### src/ilb_pkg.sv
// Shared constants of the lighting bus bridge
`default_nettype none
package ilb_pkg;
  // Clock and lighting bus timing
  localparam int unsigned CLK_HZ         = 200_000_000; // System clock
  localparam int unsigned BIT_RATE_HZ    = 1200;        // Bus bit rate
  localparam int unsigned HALF_BIT_CYC   = CLK_HZ / (2 * BIT_RATE_HZ); // Half bit
  localparam int unsigned FAULT_TIME_MS  = 500;         // Low time counted as fault
  localparam int unsigned FAULT_CYC      = FAULT_TIME_MS * (CLK_HZ / 1000);
  localparam int unsigned HOLD_TIME_MS   = 400;         // Press longer = hold
  localparam int unsigned HOLD_CYC       = HOLD_TIME_MS * (CLK_HZ / 1000);
  localparam int unsigned REPEAT_TIME_MS = 200;         // Fade step while held
  localparam int unsigned REPEAT_CYC     = REPEAT_TIME_MS * (CLK_HZ / 1000);
  // Frame shape in half bits: start, 16 data, stop
  localparam logic [5:0]  FRAME_HALVES   = 6'h26;
  // I2C target address after reset
  localparam logic [6:0]  I2C_ADDR_RST   = 7'h20;
  // Register numbers
  localparam logic [7:0]  REG_STATUS     = 8'h00;
  localparam logic [7:0]  REG_CMD        = 8'h01;
  localparam logic [7:0]  REG_CMD_DATA   = 8'h02; // Second command byte
  localparam logic [7:0]  REG_SETUP      = 8'h08;
  localparam logic [7:0]  REG_SETUP_LAST = 8'h0B;
  localparam logic [7:0]  REG_ADDR_CHG   = 8'hFE;
  localparam logic [7:0]  REG_ADDR_CHK   = 8'hFF; // Complement byte
  localparam logic [31:0] SETUP_RST      = 32'hFE00_FE00; // Mode 0, broadcast
  // Status bits
  localparam int unsigned STAT_FAULT_BIT = 7;
  localparam int unsigned STAT_BUSY_BIT  = 6;
  // Address byte layout
  localparam int unsigned ADR_GROUP_BIT  = 7;
  localparam int unsigned ADR_SEL_BIT    = 0;
  localparam logic [7:0]  ADR_BAD_LO     = 8'hA0;
  localparam logic [7:0]  ADR_BAD_HI     = 8'hFD;
  // Command codes
  localparam logic [7:0]  CODE_MAX_OK    = 8'h1F;
  localparam logic [7:0]  CODE_OFF       = 8'h00;
  localparam logic [7:0]  CODE_UP        = 8'h01;
  localparam logic [7:0]  CODE_DOWN      = 8'h02;
  localparam logic [7:0]  CODE_MAX_LEVEL = 8'h05;
  // I2C target states
  typedef enum logic [2:0] {
    I2C_IDLE,
    I2C_ADDR,
    I2C_WDATA,
    I2C_ACK,
    I2C_RDATA,
    I2C_RACK
  } ilb_i2c_st_t;
endpackage
`default_nettype wire

### src/ilb_frame_tx.sv
// Manchester forward frame sender for the lighting bus
`default_nettype none
module ilb_frame_tx #(
  parameter int unsigned HALF_BIT_CYC = ilb_pkg::HALF_BIT_CYC // Cycles per half bit
) (
  input  wire logic        clk_i,   // System clock
  input  wire logic        srst_i,  // Synchronous reset
  input  wire logic        start_i, // Send frame_i, one cycle
  input  wire logic [15:0] frame_i, // Address byte then data byte
  output logic             tx_o,    // Bus level, high = bus high
  output logic             done_o   // Frame fully sent, one cycle
);

  typedef struct packed {
    logic [37:0] pat;  // Remaining half bits, MSB next
    logic [31:0] hcnt; // Cycles into current half bit
    logic [5:0]  left; // Half bits still on the wire
    logic        tx;   // Line level
    logic        done; // End pulse
  } ilb_tx_state_t;

  ilb_tx_state_t r;
  ilb_tx_state_t n;

  // Start bit, data MSB first, then stop
  function automatic logic [37:0] build(input logic [15:0] f);
    logic [37:0] p;
    p = 38'h0;
    p[37:36] = 2'b01;
    p[3:0] = 4'hF;
    for (int i = 0; i < 16; i++) begin
      p[4 + 2 * i +: 2] = {~f[i], f[i]};
    end
    return p;
  endfunction

  // Next state: load on start, step one half bit per period
  always_comb begin
    logic [37:0] p;
    p = build(frame_i);
    n = r;
    n.done = 1'b0;
    if (r.left == 6'h00) begin
      // Idle line stays high
      n.tx = 1'b1;
      if (start_i) begin
        n.tx = p[37];
        n.pat = {p[36:0], 1'b1};
        n.left = ilb_pkg::FRAME_HALVES;
        n.hcnt = 32'h0;
      end
    end else if (r.hcnt >= HALF_BIT_CYC - 1) begin
      n.hcnt = 32'h0;
      n.left = r.left - 6'h01;
      if (r.left == 6'h01) begin
        // Last stop half done
        n.done = 1'b1;
        n.tx = 1'b1;
      end else begin
        n.tx = r.pat[37];
        n.pat = {r.pat[36:0], 1'b1};
      end
    end else begin
      n.hcnt = r.hcnt + 32'h1;
    end
  end

  // State register
  always_ff @(posedge clk_i) begin
    if (srst_i) begin
      r <= '0;
      r.tx <= 1'b1;
    end else begin
      r <= n;
    end
  end

  assign tx_o = r.tx;
  assign done_o = r.done;

endmodule
`default_nettype wire

### src/ilb_bridge.sv
// I2C register target that forwards lamp commands to the lighting bus
`default_nettype none

// What this block does
// [RULE1] Answer I2C at 0x20 until moved
// [RULE2] First written byte loads register pointer
// [RULE3] Host writes pointer, restarts, then reads
// [RULE4] Pointer clears to zero at stop
// [RULE5] Status bit 7 shows bus fault
// [RULE6] Status bit 6 shows command in flight
// [RULE7] Long low bus means fault
// [RULE8] Fault drops command writes
// [RULE9] Busy drops command writes
// [RULE10] Address byte then data byte, sent together
// [RULE11] Only codes 0..31 or power levels sent
// [RULE12] Bit 7 group select, bits 6..1 address
// [RULE13] Bit 0 picks power level or code
// [RULE14] Short address picks one of 64
// [RULE15] Group form picks one of 16
// [RULE16] All address ones means broadcast
// [RULE17] Address bytes A0..FD are dropped
// [RULE18] Power level byte passes unchanged
// [RULE19] Command codes pass through as given
// [RULE20] Held switch repeats fade every 200 ms
// [RULE21] Bus pins are positive logic
// [RULE22] Default switches: tap on/off, hold dims
// [RULE23] Setup bytes: mode0, addr0, mode1, addr1; both switches send to addr0
// [RULE24] Address change needs value then complement
// [RULE25] Status bits 5..0 read zero
// [RULE26] Busy sets on the accepting cycle
module ilb_bridge #(
  parameter int unsigned HALF_BIT_CYC = ilb_pkg::HALF_BIT_CYC, // Half bit cycles
  parameter int unsigned FAULT_CYC    = ilb_pkg::FAULT_CYC,    // Low time to fault
  parameter int unsigned HOLD_CYC     = ilb_pkg::HOLD_CYC,     // Press to hold
  parameter int unsigned REPEAT_CYC   = ilb_pkg::REPEAT_CYC    // Fade repeat
) (
  input  wire logic clk_i,              // System clock
  input  wire logic srst_i,             // Synchronous reset
  input  wire logic scl_i,              // I2C clock level
  output logic      scl_o,              // I2C clock drive value
  output logic      scl_oe_o,           // I2C clock pull low
  input  wire logic sda_i,              // I2C data level
  output logic      sda_o,              // I2C data drive value
  output logic      sda_oe_o,           // I2C data pull low
  input  wire logic bus_receive_in_i,   // Lighting bus level
  output logic      bus_transmit_out_o, // Lighting bus drive
  input  wire logic switch_input_0_i,   // Switch 0, low = pressed
  input  wire logic switch_input_1_i    // Switch 1, low = pressed
);

  // All state of the bridge
  typedef struct packed {
    logic                 scl_m;     // Sync first stage
    logic                 scl_s;     // Sync second stage
    logic                 scl_d;     // Previous synced value
    logic                 sda_m;
    logic                 sda_s;
    logic                 sda_d;
    logic                 rx_m;
    logic                 rx_s;
    logic                 sw0_m;
    logic                 sw0_s;
    logic                 sw1_m;
    logic                 sw1_s;
    ilb_pkg::ilb_i2c_st_t st;        // I2C target state
    logic [3:0]           bit_cnt;   // Bits of current byte
    logic [7:0]           shreg;     // Byte in or out
    logic                 rd;        // Read transfer
    logic                 ptr_phase; // Next write byte is pointer
    logic [7:0]           ptr;       // Register pointer
    logic                 sda_oe;    // Pull data low
    logic [7:0]           cmd_addr;  // First command byte
    logic [7:0]           chg_addr;  // Pending new I2C address
    logic [31:0]          setup;     // Switch setup bytes
    logic [6:0]           dev_addr;  // Own I2C address
    logic                 busy;      // Frame in flight
    logic                 fault;     // Bus fault
    logic [31:0]          fault_cnt; // Cycles of low bus
    logic                 tx_start;  // Start pulse to sender
    logic [15:0]          tx_frame;  // Frame to sender
    logic                 sw_act;    // A press is tracked
    logic                 sw_which;  // Tracked switch
    logic                 sw_held;   // Press turned into hold
    logic [31:0]          sw_cnt;    // Press timer
    logic                 sw_pend;   // Switch frame waiting
    logic [15:0]          sw_frame;  // Waiting switch frame
  } ilb_bridge_state_t;

  ilb_bridge_state_t r;        // Registered state
  ilb_bridge_state_t n;        // Next state
  logic              tx_done;  // Sender finished
  logic              tx_line;  // Sender line level
  logic              scl_rise; // Synced clock edges
  logic              scl_fall;
  logic              i2c_start; // Start or repeated start
  logic              i2c_stop;  // Stop condition

  // Address bytes in A0..FD are not valid targets
  function automatic logic addr_ok(input logic [7:0] a);
    // [RULE17] drop reserved range
    return !((a >= ilb_pkg::ADR_BAD_LO) && (a <= ilb_pkg::ADR_BAD_HI));
  endfunction

  // Whole command check before it is sent
  function automatic logic cmd_ok(input logic [7:0] a, input logic [7:0] d);
    // [RULE11] codes limited, levels free
    return addr_ok(a) && (!a[ilb_pkg::ADR_SEL_BIT] || (d <= ilb_pkg::CODE_MAX_OK));
  endfunction

  // Byte the host reads at a pointer
  function automatic logic [7:0] read_byte(input logic [7:0] p,
                                           input ilb_bridge_state_t s);
    logic [7:0] b;
    b = 8'h00;
    if (p == ilb_pkg::REG_STATUS) begin
      // [RULE5] fault in bit 7
      b[ilb_pkg::STAT_FAULT_BIT] = s.fault;
      // [RULE6] busy in bit 6
      b[ilb_pkg::STAT_BUSY_BIT] = s.busy;
      // [RULE25] low bits stay zero
    end else if (p >= ilb_pkg::REG_SETUP && p <= ilb_pkg::REG_SETUP_LAST) begin
      b = s.setup[{p[1:0], 3'b000} +: 8];
    end
    return b;
  endfunction

  // Bus conditions seen on the synced pins
  assign scl_rise  = r.scl_s & ~r.scl_d;
  assign scl_fall  = ~r.scl_s & r.scl_d;
  assign i2c_start = r.scl_s & r.scl_d & r.sda_d & ~r.sda_s;
  assign i2c_stop  = r.scl_s & r.scl_d & ~r.sda_d & r.sda_s;

  // Next state of the whole bridge
  always_comb begin
    logic       accept;  // I2C command taken this cycle
    logic [7:0] sw_adr;  // Address used by switches
    logic [7:0] sw_code; // Code a switch wants sent
    logic       sw_send; // Switch wants a frame
    accept = 1'b0;
    sw_send = 1'b0;
    sw_code = ilb_pkg::CODE_OFF;
    // [RULE23] switch 0 address is setup byte 1
    sw_adr = {r.setup[15:9], 1'b1};
    n = r;
    n.tx_start = 1'b0;

    // Two flip-flops on every pin input
    n.scl_m = scl_i;
    n.scl_s = r.scl_m;
    n.scl_d = r.scl_s;
    n.sda_m = sda_i;
    n.sda_s = r.sda_m;
    n.sda_d = r.sda_s;
    // [RULE21] high pin is high bus
    n.rx_m = bus_receive_in_i;
    n.rx_s = r.rx_m;
    n.sw0_m = switch_input_0_i;
    n.sw0_s = r.sw0_m;
    n.sw1_m = switch_input_1_i;
    n.sw1_s = r.sw1_m;

    // [RULE7] long low bus is a fault
    if (!r.rx_s) begin
      // A stuck or unpowered bus reads low
      if (r.fault_cnt >= FAULT_CYC - 1) begin
        n.fault = 1'b1;
      end else begin
        n.fault_cnt = r.fault_cnt + 32'h1;
      end
    end else begin
      // Any high level ends the fault
      n.fault_cnt = 32'h0;
      n.fault = 1'b0;
    end

    // Sender finished, ready for the next frame
    if (tx_done) begin
      n.busy = 1'b0;
    end

    // I2C target
    if (i2c_start) begin
      // Repeated start keeps the pointer for a read
      n.st = ilb_pkg::I2C_ADDR;
      n.bit_cnt = 4'h0;
      n.sda_oe = 1'b0;
    end else if (i2c_stop) begin
      // [RULE4] pointer back to status
      n.st = ilb_pkg::I2C_IDLE;
      n.ptr = ilb_pkg::REG_STATUS;
      n.ptr_phase = 1'b0;
      n.sda_oe = 1'b0;
    end else begin
      case (r.st)
        ilb_pkg::I2C_ADDR, ilb_pkg::I2C_WDATA: begin
          if (scl_rise) begin
            // Data is stable while the clock is high
            n.shreg = {r.shreg[6:0], r.sda_s};
            n.bit_cnt = r.bit_cnt + 4'h1;
          end else if (scl_fall && r.bit_cnt == 4'h8) begin
            n.bit_cnt = 4'h0;
            if (r.st == ilb_pkg::I2C_ADDR) begin
              // [RULE1] match own address only
              if (r.shreg[7:1] == r.dev_addr) begin
                n.rd = r.shreg[0];
                n.ptr_phase = ~r.shreg[0];
                n.sda_oe = 1'b1;
                n.st = ilb_pkg::I2C_ACK;
              end else begin
                // Not for us, wait for the next start
                n.st = ilb_pkg::I2C_IDLE;
              end
            end else begin
              n.sda_oe = 1'b1;
              n.st = ilb_pkg::I2C_ACK;
              if (r.ptr_phase) begin
                // [RULE2] first byte is the pointer
                n.ptr = r.shreg;
                n.ptr_phase = 1'b0;
              end else begin
                // Multi-byte registers fill in order
                n.ptr = r.ptr + 8'h01;
                case (r.ptr)
                  ilb_pkg::REG_CMD: begin
                    // [RULE10] address byte comes first
                    n.cmd_addr = r.shreg;
                  end
                  ilb_pkg::REG_CMD_DATA: begin
                    // [RULE8] fault drops the command
                    // [RULE9] busy drops the command
                    if (!r.fault && !r.busy && cmd_ok(r.cmd_addr, r.shreg)) begin
                      // [RULE10] pair sent as one frame
                      n.tx_frame = {r.cmd_addr, r.shreg};
                      n.tx_start = 1'b1;
                      // [RULE26] busy from the accepting cycle
                      n.busy = 1'b1;
                      accept = 1'b1;
                    end
                  end
                  ilb_pkg::REG_ADDR_CHG: begin
                    n.chg_addr = r.shreg;
                  end
                  ilb_pkg::REG_ADDR_CHK: begin
                    // [RULE24] value below 128, complement matches
                    if (!r.chg_addr[7] && (r.shreg == ~r.chg_addr)) begin
                      n.dev_addr = r.chg_addr[6:0];
                    end
                  end
                  default: begin
                    // [RULE23] four setup bytes in order
                    if (r.ptr >= ilb_pkg::REG_SETUP && r.ptr <= ilb_pkg::REG_SETUP_LAST) begin
                      n.setup[{r.ptr[1:0], 3'b000} +: 8] = r.shreg;
                    end
                  end
                endcase
              end
            end
          end
        end
        ilb_pkg::I2C_ACK: begin
          // Ack bit ends at the falling clock
          if (scl_fall) begin
            n.bit_cnt = 4'h0;
            if (r.rd) begin
              // [RULE3] read starts at the pointer set earlier
              n.shreg = read_byte(r.ptr, r);
              n.sda_oe = ~n.shreg[7];
              n.st = ilb_pkg::I2C_RDATA;
            end else begin
              n.sda_oe = 1'b0;
              n.st = ilb_pkg::I2C_WDATA;
            end
          end
        end
        ilb_pkg::I2C_RDATA: begin
          if (scl_rise) begin
            n.bit_cnt = r.bit_cnt + 4'h1;
          end else if (scl_fall) begin
            if (r.bit_cnt == 4'h8) begin
              // Free the line for the host ack
              n.sda_oe = 1'b0;
              n.st = ilb_pkg::I2C_RACK;
            end else begin
              n.shreg = {r.shreg[6:0], 1'b0};
              n.sda_oe = ~r.shreg[6];
            end
          end
        end
        ilb_pkg::I2C_RACK: begin
          if (scl_rise) begin
            if (r.sda_s) begin
              // Host said no more
              n.st = ilb_pkg::I2C_IDLE;
            end else begin
              n.ptr = r.ptr + 8'h01;
            end
          end else if (scl_fall) begin
            n.bit_cnt = 4'h0;
            n.shreg = read_byte(r.ptr, r);
            n.sda_oe = ~n.shreg[7];
            n.st = ilb_pkg::I2C_RDATA;
          end
        end
        ilb_pkg::I2C_IDLE: begin
          n.sda_oe = 1'b0;
        end
        default: begin
          n.st = ilb_pkg::I2C_IDLE;
          n.sda_oe = 1'b0;
        end
      endcase
    end

    // Hand a waiting switch frame to the sender
    if (r.sw_pend && !accept) begin
      if (r.fault) begin
        // [RULE8] nothing goes out on a broken bus
        n.sw_pend = 1'b0;
      end else if (!n.busy) begin
        n.tx_frame = r.sw_frame;
        n.tx_start = 1'b1;
        n.busy = 1'b1;
        n.sw_pend = 1'b0;
      end
    end

    // [RULE22] factory mode: two switch dimming
    // No debounce: a bouncing contact may send extra taps
    if (!r.sw_act) begin
      if (!r.sw0_s || !r.sw1_s) begin
        n.sw_act = 1'b1;
        n.sw_which = r.sw0_s;
        n.sw_held = 1'b0;
        n.sw_cnt = 32'h0;
      end
    end else if (r.sw_which ? !r.sw1_s : !r.sw0_s) begin
      // [RULE20] fade again every 200 ms while held
      if (r.sw_cnt >= (r.sw_held ? REPEAT_CYC : HOLD_CYC) - 1) begin
        n.sw_cnt = 32'h0;
        n.sw_held = 1'b1;
        sw_send = 1'b1;
        sw_code = r.sw_which ? ilb_pkg::CODE_DOWN : ilb_pkg::CODE_UP;
      end else begin
        n.sw_cnt = r.sw_cnt + 32'h1;
      end
    end else begin
      // Release: a short tap switches on or off
      n.sw_act = 1'b0;
      if (!r.sw_held) begin
        sw_send = 1'b1;
        sw_code = r.sw_which ? ilb_pkg::CODE_OFF : ilb_pkg::CODE_MAX_LEVEL;
      end
    end
    // Newest switch event replaces an unsent one
    if (sw_send && addr_ok(sw_adr)) begin
      n.sw_pend = 1'b1;
      n.sw_frame = {sw_adr, sw_code};
    end
  end

  // State register; pins idle high so no false start after reset
  always_ff @(posedge clk_i) begin
    if (srst_i) begin
      r <= '0;
      r.scl_m <= 1'b1;
      r.scl_s <= 1'b1;
      r.scl_d <= 1'b1;
      r.sda_m <= 1'b1;
      r.sda_s <= 1'b1;
      r.sda_d <= 1'b1;
      r.rx_m <= 1'b1;
      r.rx_s <= 1'b1;
      r.sw0_m <= 1'b1;
      r.sw0_s <= 1'b1;
      r.sw1_m <= 1'b1;
      r.sw1_s <= 1'b1;
      r.dev_addr <= ilb_pkg::I2C_ADDR_RST;
      r.setup <= ilb_pkg::SETUP_RST;
    end else begin
      r <= n;
    end
  end

  // Frame sender; address byte passes untouched
  // [RULE12] group bit and address bits kept
  // [RULE13] select bit kept in frame
  // [RULE14] short addresses sent as given
  // [RULE15] group addresses sent as given
  // [RULE16] broadcast byte sent as given
  // [RULE18] power byte sent unchanged
  // [RULE19] command code sent unchanged
  ilb_frame_tx #(
    .HALF_BIT_CYC (HALF_BIT_CYC)
  ) u_frame_tx (
    .clk_i   (clk_i),
    .srst_i  (srst_i),
    .start_i (r.tx_start),
    .frame_i (r.tx_frame),
    .tx_o    (tx_line),
    .done_o  (tx_done)
  );

  // Data pin pulls low only; clock never stretched
  assign sda_o = 1'b0;
  assign sda_oe_o = r.sda_oe;
  assign scl_o = 1'b0;
  assign scl_oe_o = 1'b0;
  // [RULE21] high output is high bus
  assign bus_transmit_out_o = tx_line;

endmodule
`default_nettype wire

### config.mk
export PLATFORM = sky130hd
export DESIGN_NAME = ilb_bridge
export DESIGN_NICKNAME = d
export VERILOG_FILES = /design/src/ilb_pkg.sv /design/src/ilb_frame_tx.sv /design/src/ilb_bridge.sv
export SDC_FILE = /design/constraint.sdc
export NUM_CORES = 1
export LEC_CHECK = 0
export ABC_AREA = 0
export BUFFER_PORTS_ARGS = -buffer_cell sky130_fd_sc_hd__buf_4
export CAP_MARGIN = 10
export CORE_ASPECT_RATIO = 1.75
export CORE_MARGIN = 5
export CORE_UTILIZATION = 57
export DETAILED_ROUTE_END_ITERATION = 8
export HOLD_SLACK_MARGIN = 0.12
export PLACE_DENSITY = 0.79
export SLEW_MARGIN = 5
export SYNTH_ARGS = -nofsm -noshare
export SYNTH_HDL_FRONTEND = slang
export SYNTH_HIERARCHICAL = 1
export SYNTH_SLANG_ARGS = --single-unit
export TNS_END_PERCENT = 20
### constraint.sdc
create_clock -name clk_i -period 2.8 [get_ports clk_i]
set_input_delay 0.14 -clock clk_i [delete_from_list [all_inputs] [get_ports clk_i]]
set_output_delay 0.14 -clock clk_i [all_outputs]
set_load 0.03 [all_outputs]
======== Yosys cells after proc, flatten, opt, wreduce, memory -nomap -nowiden ========
Index checks and enable logic that the tools add are counted.
word-level totals
  register bits after elaboration ......... 274
  bits in latches ......................... 0
  memory bits (writable) .................. 0
  memory bits (read-only) ................. 0
  bits of input ports ..................... 7
  output and inout port bits .............. 5
  word-level logic and storage cells ...... 343
  memories ................................ 0
operators by class
  add/subtract/negate cells ............... 8
  multipliers ............................. 0
  divide/modulo/power cells ............... 0
  order comparisons ....................... 10
  equality and inequality tests ........... 51
  shift operators ......................... 3
  multiplexer cells ....................... 135
  bitwise gates (word level) .............. 41
  reduce and logical (&&, ||, !) cells .... 55
operator list
  kind                                                                     count
  17-bit 2-to-1 mux                                                        13
  77-bit 2-to-1 mux                                                        2
  67-bit 2-to-1 mux                                                        2
  32-bit 2-to-1 mux                                                        4
  8-bit 2-to-1 mux                                                         15
  56-bit 2-to-1 mux                                                        2
  32-bit by 1-bit adder with 32-bit output, second input constant          3
  38-bit 2-to-1 mux                                                        2
  33-bit 2-to-1 mux                                                        2
  12-bit case mux with 4 select lines                                      1
  2-bit 2-to-1 mux                                                         22
  1-bit 2-to-1 mux                                                         42
  9-bit AND reduction                                                      4
  35-bit 2-to-1 mux                                                        1
  1-bit NOT                                                                33
  32-bit bitwise mux                                                       1
  32-bit by 17-bit >= comparator with 1-bit output, second input constant  1
  32-bit by 27-bit >= comparator with 1-bit output, second input constant  1
  32-bit >= comparator                                                     1
  8-bit by 7-bit variable shift with 32-bit output, first input constant   1
  32-bit by 6-bit variable part select with 8-bit output                   1
  8-bit by 7-bit variable part select with 32-bit output                   1
  15-bit 2-to-1 mux                                                        2
  3-bit 2-to-1 mux                                                         10
  other kinds (59)                                                         136

======== Longest topological paths before layout ========
Gate-level depths: netlist of run 1.
  depth after elaboration ................. 18
  depth in mapped cells ................... 11

======== By module ========
Netlist of run 1, hierarchy kept.
modules (own cells, without submodules)
  module        instances  cells each  area each (sq um)
  ilb_bridge    1          1,115       9,395.3
  ilb_frame_tx  1          453         3,902.5

======== Worst setup path before layout of run 1 ========
OpenSTA, ideal clock, no wires.
  kind .................................... reg-to-reg
  from .................................... register, netlist name r[193]
  to ...................................... register, netlist name r[64]
  setup time .............................. 0.132 ns
  data arrival time ....................... 2.642 ns
  slack ................................... 0.025 ns
  stages on the path, launching flop included .. 12
  period minus slack after synthesis ...... 2.775 ns
  cells stage by stage .................... dfxtp_1 inv_1 ha_1 buf_2 nand2b_4 or4_4 or4b_4 or2_1 buf_6 buf_6 mux2i_1 a21oi_1

==> out/metrics.sh, run 1 <==
DETAIL_ROUTE.DRC_VIOLATIONS=0
CTS_BUFFER_DEPTH=3
YOSYS.CELL_COUNT.TOP_TYPE='sky130_fd_sc_hd__dfxtp_1'
SETUP_VIOL=0
PWRDENS_nW_PER_UM2=569
CAP_VIOL_MAX_COUNT=0
POSTSYNTHCELLCOUNT=1568
RSZ0062_AT_GRT='no'
SYNTH_CELL_TYPE_COUNT=87
DPL.HPWL_UM=21300
FINAL_MIN_PERIOD_OVER_CLOCK_PERIOD_PCT=96.9
SYNTH-SEQ-CELLS=269
CLKLATENCYLATEPIN_NS=0.53
SYNTH-ASYNC-RESET-RATIO_PCT=0
NUM-NETS-FINAL=1592
POST_SYNTH_FA_HA_MAJ_AREA_FRACTION_PCT=2.63
FIN_WORST_SKEW_NS=0.0107
START_KIND='flop'
TIMING.CRITICAL_PATH.MAX_DELAY_FAMILY='simple AND/OR/NAND/NOR gates'
CLOCK_SINKS=269
POST_SYNTH.CELL_AREA_AVG_UM2=8.48
SYNTH_AREA_LEADER_CELL='sky130_fd_sc_hd__dfxtp_1'
NET-SWITCHING-POWER_uW=2080
ROUTED_VIA_DENSITY=6.17
IR_DROP_uV=583
TIMING.SETUP.TNS_NS=0
WORSTPATHCELLLIST='inv_1 > ha_1 > nand2b_4 > or4_4 > or4b_4 > or2_1 > buf_12 > mux2i_1 > a21oi_1'
FINAL_REPLACE_WEIGHTED_CONGESTION=0.896
DIE_HEIGHT_UM=212
CLOCK_TREE.ROOT_CELL='sky130_fd_sc_hd__clkbuf_16'
CRITPATHKIND='flop to flop'
DIE_AREA_UM2=26600
COREAREA_UM2=23100
FINALCRITICALPERIOD_NS=2.71
ROWS=74
GRT_REMAINING_OVERFLOW=0
PORT_BUFFERS=8
SYNTH.TOP_CELL.AREA_SHARE_PCT=40.5
TIMING.CRITICAL_PATH.SLOWEST_CELL_DELAY_NS=0.57
GRT_PASS1_VIAS=11400
MAXSLEWHEADROOM_PCT=41.0
WIRE_PER_INST_UM=16.8
HOLDCRITPATHCLASS='primary input to flop'
POST_SYNTH_XOR_AREA_FRACTION_PCT=4.02
DETAIL-ROUTE-ANTENNA-NETS=0
TIGHTESTPINTRANSITION_NS=0.876
DIE_WIDTH_UM=125
INITIAL_UTILIZATION_PCT=57.4
SLOWEST_STAGE='sky130_fd_sc_hd__or4b_4'
POWER.CLOCK.FRACTION_PCT=41.8
SEQUENTIALPOWERSHARE_PCT=47.7
DPL-INSTANCE-AREA_UM2=13700
P_LEAK_uW=0.00541
OUTCOME='completed'
FINAL_LAYOUT_SIZE_SUFFIX_GT1_SHARE_PCT=9.97
TIMING.FINAL.HOLD_VIOLATIONS=0
GRT_MAX_DEGREE=79
SYNTH_TOP_FAMILY_BY_AREA='simple AND/OR/NAND/NOR gates'
CRIT_PATH_END_KIND='flop'
CRITICAL_PATH_REQUIRED_NS=3.21
TOTALWIRELENGTH_UM=31600
CLOCK.FMAX_MHz=369
SYNTH_MUX_AREA_SHARE_PCT=5.05
AREA_FRACTION_IN_COMPOUND_GATES_AFTER_SYNTHESIS_PCT=15.9
GLOBAL_ROUTE_WIRE_LENGTH_BEFORE_REPAIR_UM=53600
POST_SYNTH_MAIN_AREA_CONTRIBUTORS='sky130_fd_sc_hd__dfxtp_1 (40%), sky130_fd_sc_hd__nor2_1 (4.7%), sky130_fd_sc_hd__nand2_1 (4.3%)'
TIMING.CRITICAL_PATH.FANOUT_MAX=18
REGTOREGSETUPSLACK_NS=0.09
SYNTH-SIMPLE-AREA-SHARE_PCT=27.1
YOSYS_WARNINGS=6
CTS.REPAIR_TIMING.SETUP_BUFFER_COUNT=0
WORST_SETUP_HOLD_PATH_CLK_SLEW_NS=0.07
H_TREE_LVL_COUNT=1
COMBINATIONALPOWERSHARE_PCT=10.5
SYN-CELL-AREA_UM2=13300
NUMCTSBUFFERS=25
FIRST_PASS_ITERS=5
SYNTH-EDFF-COUNT=0
FLOORPLAN.IO_PINS=12
GLOBALROUTETOTALUTIL_PCT=23.4
TRITONCTS='done'
VIAS=11600
SYNTH.CELLS.MOST_FREQUENT='sky130_fd_sc_hd__dfxtp_1 (269), sky130_fd_sc_hd__nor2_1 (168), sky130_fd_sc_hd__nand2_1 (153), sky130_fd_sc_hd__nand3_1 (89), sky130_fd_sc_hd__a21oi_1 (75)'
GRT_ANTENNA_BEFORE_REPAIR=0
BUFFERS_AND_INVERTERS_ON_THE_WORST_PATH=2
SYNTH_SEQUENTIAL_AREA_RATIO_PCT=40.5
LAYOUT.CELL_AREA.NON_FILLER_UM2=14600
FIRST_DRT_ITERATION_DRCS=822
NUMBER_OF_DIODES_ADDED_FOR_ANTENNA_FIXING=0
FINALMAXSLEWVIOLATIONS=0
INTERNAL_POWER_uW=6240
YS.FLOP_TYPE='sky130_fd_sc_hd__dfxtp_1'
SYNTHTOLAYOUTAREAGROWTH_PCT=9.87
ARRIVAL_NS=3.12
SWSHARE_PCT=25.0
==> cell type report <==
cell class | instances | area (um2)
timing repair buffer | 70 | 591
sequential | 269 | 5390
clock inverter | 7 | 93.8
inverter | 31 | 116
fill | 2010 | 8540
multi-input combinational | 1160 | 7290
clock buffer | 37 | 751
tap | 304 | 380
==> worst paths after layout <==
check	startpoint	to	cells after the start
setup / recovery	r[193]$_SDFF_PP1_	r[52]$_SDFF_PP0_	9
hold / removal	bus_receive_in_i	n[188]$_SDFF_PP1_	3
setup reg to reg	r[193]$_SDFF_PP1_	r[52]$_SDFF_PP0_	9
hold reg to reg	n[194]$_SDFF_PP1_	n[193]$_SDFF_PP1_	1
==> worst reg2reg max path, cell delays in order (launching register included) <==
cell,delay [ns]
sky130_fd_sc_hd__dfxtp_2,0.34
sky130_fd_sc_hd__inv_1,0.04
sky130_fd_sc_hd__ha_1,0.20
sky130_fd_sc_hd__nand2b_4,0.15
sky130_fd_sc_hd__or4_4,0.56
sky130_fd_sc_hd__or4b_4,0.57
sky130_fd_sc_hd__or2_1,0.28
sky130_fd_sc_hd__buf_12,0.17
sky130_fd_sc_hd__mux2i_1,0.18
sky130_fd_sc_hd__a21oi_1,0.09
==> power by group through the flow <==
stage                     logic, uW  registers, uW  clock network [uW]
after global placement          836           4050                   0
after CTS                       862           3960                3550
after global routing            954           3970                3710
after detailed placement        851           4050                   0
final                           870           3970                3480
after floorplan                 631           4040                   0
==> metrics by stage <==
step / utilization (%) / hold WS [ns] / cells / power, uW / setup WS, ns
floorplan: - / 0.244 / 1570 / 4680 / 0.0255
global route: 63.1 / 0.346 / 1878 / 8630 / 0.00445
detailed placement: 59.2 / 0.330 / 1828 / 4900 / 0.0575
CTS: 63.1 / 0.320 / 1878 / 8370 / 0.0497
finish: 63.1 / 0.347 / 1878 / 8320 / 0.0865
global placement: 59.2 / 0.324 / 1828 / 4880 / 0.144
==> routing by layer <==
layer | global-route usage, % | vias to the layer above | share of wire [%]
met5 | 0 | - | 0
met4 | 11.4 | 0 | 3.9
met2 | 43.6 | 306 | 53
met1 | 26.1 | 5524 | 39
li1 | - | 5661 | -
met3 | 2.79 | 92 | 3.9
==> cell families (layout without fill, tap and decap cells) <==
kind of cell,Yosys count,count (layout)
mux,57,57
simple gates,702,702
compound gates,309,309
xor+xnor,61,61
flops,269,269
buf+inv,141,145
other cells,1,3
fa+ha+maj,28,28
==> layout by cell type (no fill, tap or decap), drive strengths merged, types with 9 or more instances in the layout <==
cell,synthesis,layout
dfxtp,269,269
nor2,171,171
nand2,153,153
nand3,90,90
a21oi,75,75
buf,35,64
o21ai,62,62
mux2i,48,48
nand4,44,44
nor3,42,42
o211ai,42,42
clkbuf,75,37
xor2,33,33
a32oi,33,33
nor4,31,31
inv,29,29
xnor2,28,28
ha,28,28
nand3b,26,26
and3,26,26
and2,25,25
or2,20,20
or3,15,15
a31oi,14,14
nand2b,14,14
a221oi,9,9
==> repair_timing <==
item / in CTS / in global routing
hold buffers: 6 / 0
endpoints found under the hold margin: 10 / 0
endpoints found under the setup margin: 0 / 12
resized for setup: 0 / 2
(Power assumes the default switching activity.)
==> run 2: changes to the inputs <==
--- a/config.mk
+++ b/config.mk
@@ -13,7 +13,7 @@
 export CORE_UTILIZATION = 57
 export DETAILED_ROUTE_END_ITERATION = 8
 export HOLD_SLACK_MARGIN = 0.12
-export PLACE_DENSITY = 0.79
+export PLACE_DENSITY = 0.73
 export SLEW_MARGIN = 5
 export SYNTH_ARGS = -nofsm -noshare
 export SYNTH_HDL_FRONTEND = slang
==> run 2 against run 1 <==
Against the previous run:
- via count down 0.27%
- global-route usage fell by 0.28 points
- sequential cell count stayed put
- combinational power is 0.6% lower
- sequential power hardly changed
- count of clock-buffer cells in the layout fell by 4
- power is 2.5% higher
- clock skew decreased by 0.00068 ns
- critical path type unchanged
- largest cell class unchanged
==> out/metrics.sh, run 2 (same netlist as run 1, synthesis figures left out) <==
FINALMAXSLEWVIOLATIONS=0
WIRE_PER_INST_UM=16.8
FINAL_MIN_PERIOD_OVER_CLOCK_PERIOD_PCT=97.2
MOSTFREQUENTLAYOUTCELLS='sky130_fd_sc_hd__dfxtp_1 (268), sky130_fd_sc_hd__nor2_1 (168), sky130_fd_sc_hd__nand2_1 (153), sky130_fd_sc_hd__nand3_1 (89), sky130_fd_sc_hd__a21oi_1 (75)'
CTS.REPAIR_TIMING.SETUP_BUFFER_COUNT=0
FLOORPLAN.IO_PINS=12
GLOBAL_ROUTE_WIRE_LENGTH_BEFORE_REPAIR_UM=52900
P_LEAK_uW=0.00545
TIGHTESTPINTRANSITION_NS=0.907
ARRIVAL_NS=3.15
CAP_VIOL_MAX_COUNT=0
TRITONCTS='done'
CRIT_PATH_END_KIND='flop'
PORT_BUFFERS=8
DIE_AREA_UM2=26600
FINAL_CORE_UTIL_PCT=63.4
FINALCRITICALPERIOD_NS=2.72
GLOBALROUTETOTALUTIL_PCT=23.1
ROWS=74
DIE_HEIGHT_UM=212
FIRST_PASS_ITERS=5
OUTCOME='completed'
TOTALWIRELENGTH_UM=31600
CRITPATHKIND='flop to flop'
COREAREA_UM2=23100
CLOCK_TREE.ROOT_CELL='sky130_fd_sc_hd__clkbuf_16'
IR_DROP_uV=448
MAXSLEWHEADROOM_PCT=39.0
HOLDCRITPATHCLASS='primary input to flop'
FINAL_LAYOUT_SIZE_SUFFIX_GT1_SHARE_PCT=10.2
INITIAL_UTILIZATION_PCT=57.4
NUM-NETS-FINAL=1595
CLKLATENCYLATEPIN_NS=0.54
MOSTFREQUENTLAYOUTCELL='sky130_fd_sc_hd__dfxtp_1'
CTS_BUFFER_DEPTH=3
NUMCTSBUFFERS=26
VIAS=11600
DPL.HPWL_UM=21500
ROUTED_VIA_DENSITY=6.14
PWRDENS_nW_PER_UM2=581
CLOCK.FMAX_MHz=368
RSZ0062_AT_GRT='no'
FINAL_REPLACE_WEIGHTED_CONGESTION=0.871
GRT_REMAINING_OVERFLOW=0
TIMING.SETUP.TNS_NS=0
DETAIL-ROUTE-ANTENNA-NETS=0
SETUP_VIOL=0
FIRST_DRT_ITERATION_DRCS=781
WORST_SETUP_HOLD_PATH_CLK_SLEW_NS=0.06
DETAIL_ROUTE.DRC_VIOLATIONS=0
NUMBER_OF_DIODES_ADDED_FOR_ANTENNA_FIXING=0
H_TREE_LVL_COUNT=1
GRT_PASS1_VIAS=11100
GRT_ANTENNA_BEFORE_REPAIR=0
DIE_WIDTH_UM=125
SYNTHTOLAYOUTAREAGROWTH_PCT=10.3
TIMING.CRITICAL_PATH.FANOUT_MAX=18
GRT_MAX_DEGREE=56
CLOCK_SINKS=269
START_KIND='flop'
TIMING.FINAL.HOLD_VIOLATIONS=0
CRITICAL_PATH_REQUIRED_NS=3.23
FIN_WORST_SKEW_NS=0.00999
[run 2: changes by cell type in the layout (fill, tap and decap cells not counted), sizes merged]
cell         previous run  this run
dlygate4sd3             6         7
bufinv                  2         4
clkinv                  5         8
buf                    64        65
clkbuf                 37        33
[run 2: worst paths after layout]
| check | from | end | slack (ns) | depth (start not counted) |
|---|---|---|---|---|
| worst max-delay path | r[193]$_SDFF_PP1_ | r[54]$_SDFF_PP0_ | 0.08 | 9 |
| worst min-delay path | switch_input_1_i | n[184]$_SDFF_PP1_ | 0.34 | 3 |
| worst max register to register | r[193]$_SDFF_PP1_ | r[54]$_SDFF_PP0_ | 0.08 | 9 |
| worst min register to register | n[184]$_SDFF_PP1_ | r[184]$_SDFF_PP1_ | 0.41 | 1 |
[run 2: worst max-delay path, stage by stage, from the launching register on]
cell and delay (ns):
sky130_fd_sc_hd__dfxtp_2 0.34, sky130_fd_sc_hd__inv_1 0.05, sky130_fd_sc_hd__ha_1 0.20, sky130_fd_sc_hd__nand2b_4 0.15
sky130_fd_sc_hd__or4_4 0.56, sky130_fd_sc_hd__or4b_4 0.60, sky130_fd_sc_hd__or2_4 0.28, sky130_fd_sc_hd__buf_12 0.16
sky130_fd_sc_hd__mux2i_2 0.18, sky130_fd_sc_hd__a21oi_1 0.09
[run 2: through the flow]
stage,total power [uW],instances,worst slack [ns],cell area (um2),hold WS (ns)
2_1_floorplan,4680,1570,0.0255,13300,0.244
3_3_place_gp,4890,1829,0.135,13700,0.324
3_5_place_dp,4900,1829,0.0710,13700,0.328
4_1_cts,8610,1881,0.0516,14700,0.313
5_1_grt,8830,1881,0.00146,14700,0.335
6_report,8520,1881,0.0789,14700,0.339
[run 2: power by group]
| group | internal (uW) | leakage (uW) | switching [uW] |
|---|---|---|---|
| clock | 2200 | 0.000438 | 1490 |
| sequential | 3910 | 0.00217 | 65.8 |
| combinational | 293 | 0.00284 | 571 |
[run 2: repair_timing]
item                       in CTS  in global routing
setup endpoints to repair       0                 15
hold buffers                    7                  0
hold endpoints to repair       11                  0
resized for setup               0                  5
[run 2: per-layer routing]
metal,global-route usage (%),share of wire [%],wire [um],vias to the layer above
met5,0,0,0,-
met4,8.83,2.8,879,0
met3,2.49,3.6,1150,68
met2,44.3,53,16900,257
met1,25.9,40,12700,5567
li1,-,-,-,5660
[run 2: cell type report]
class                   count  area (um2)
fillers                  2058        8470
multi-input cells        1160        7300
flip-flops and latches    269        5390
clock buffers              33         728
repair buffers             72         599
well taps                 304         380
clock inverters            12         165
inverters                  31         116
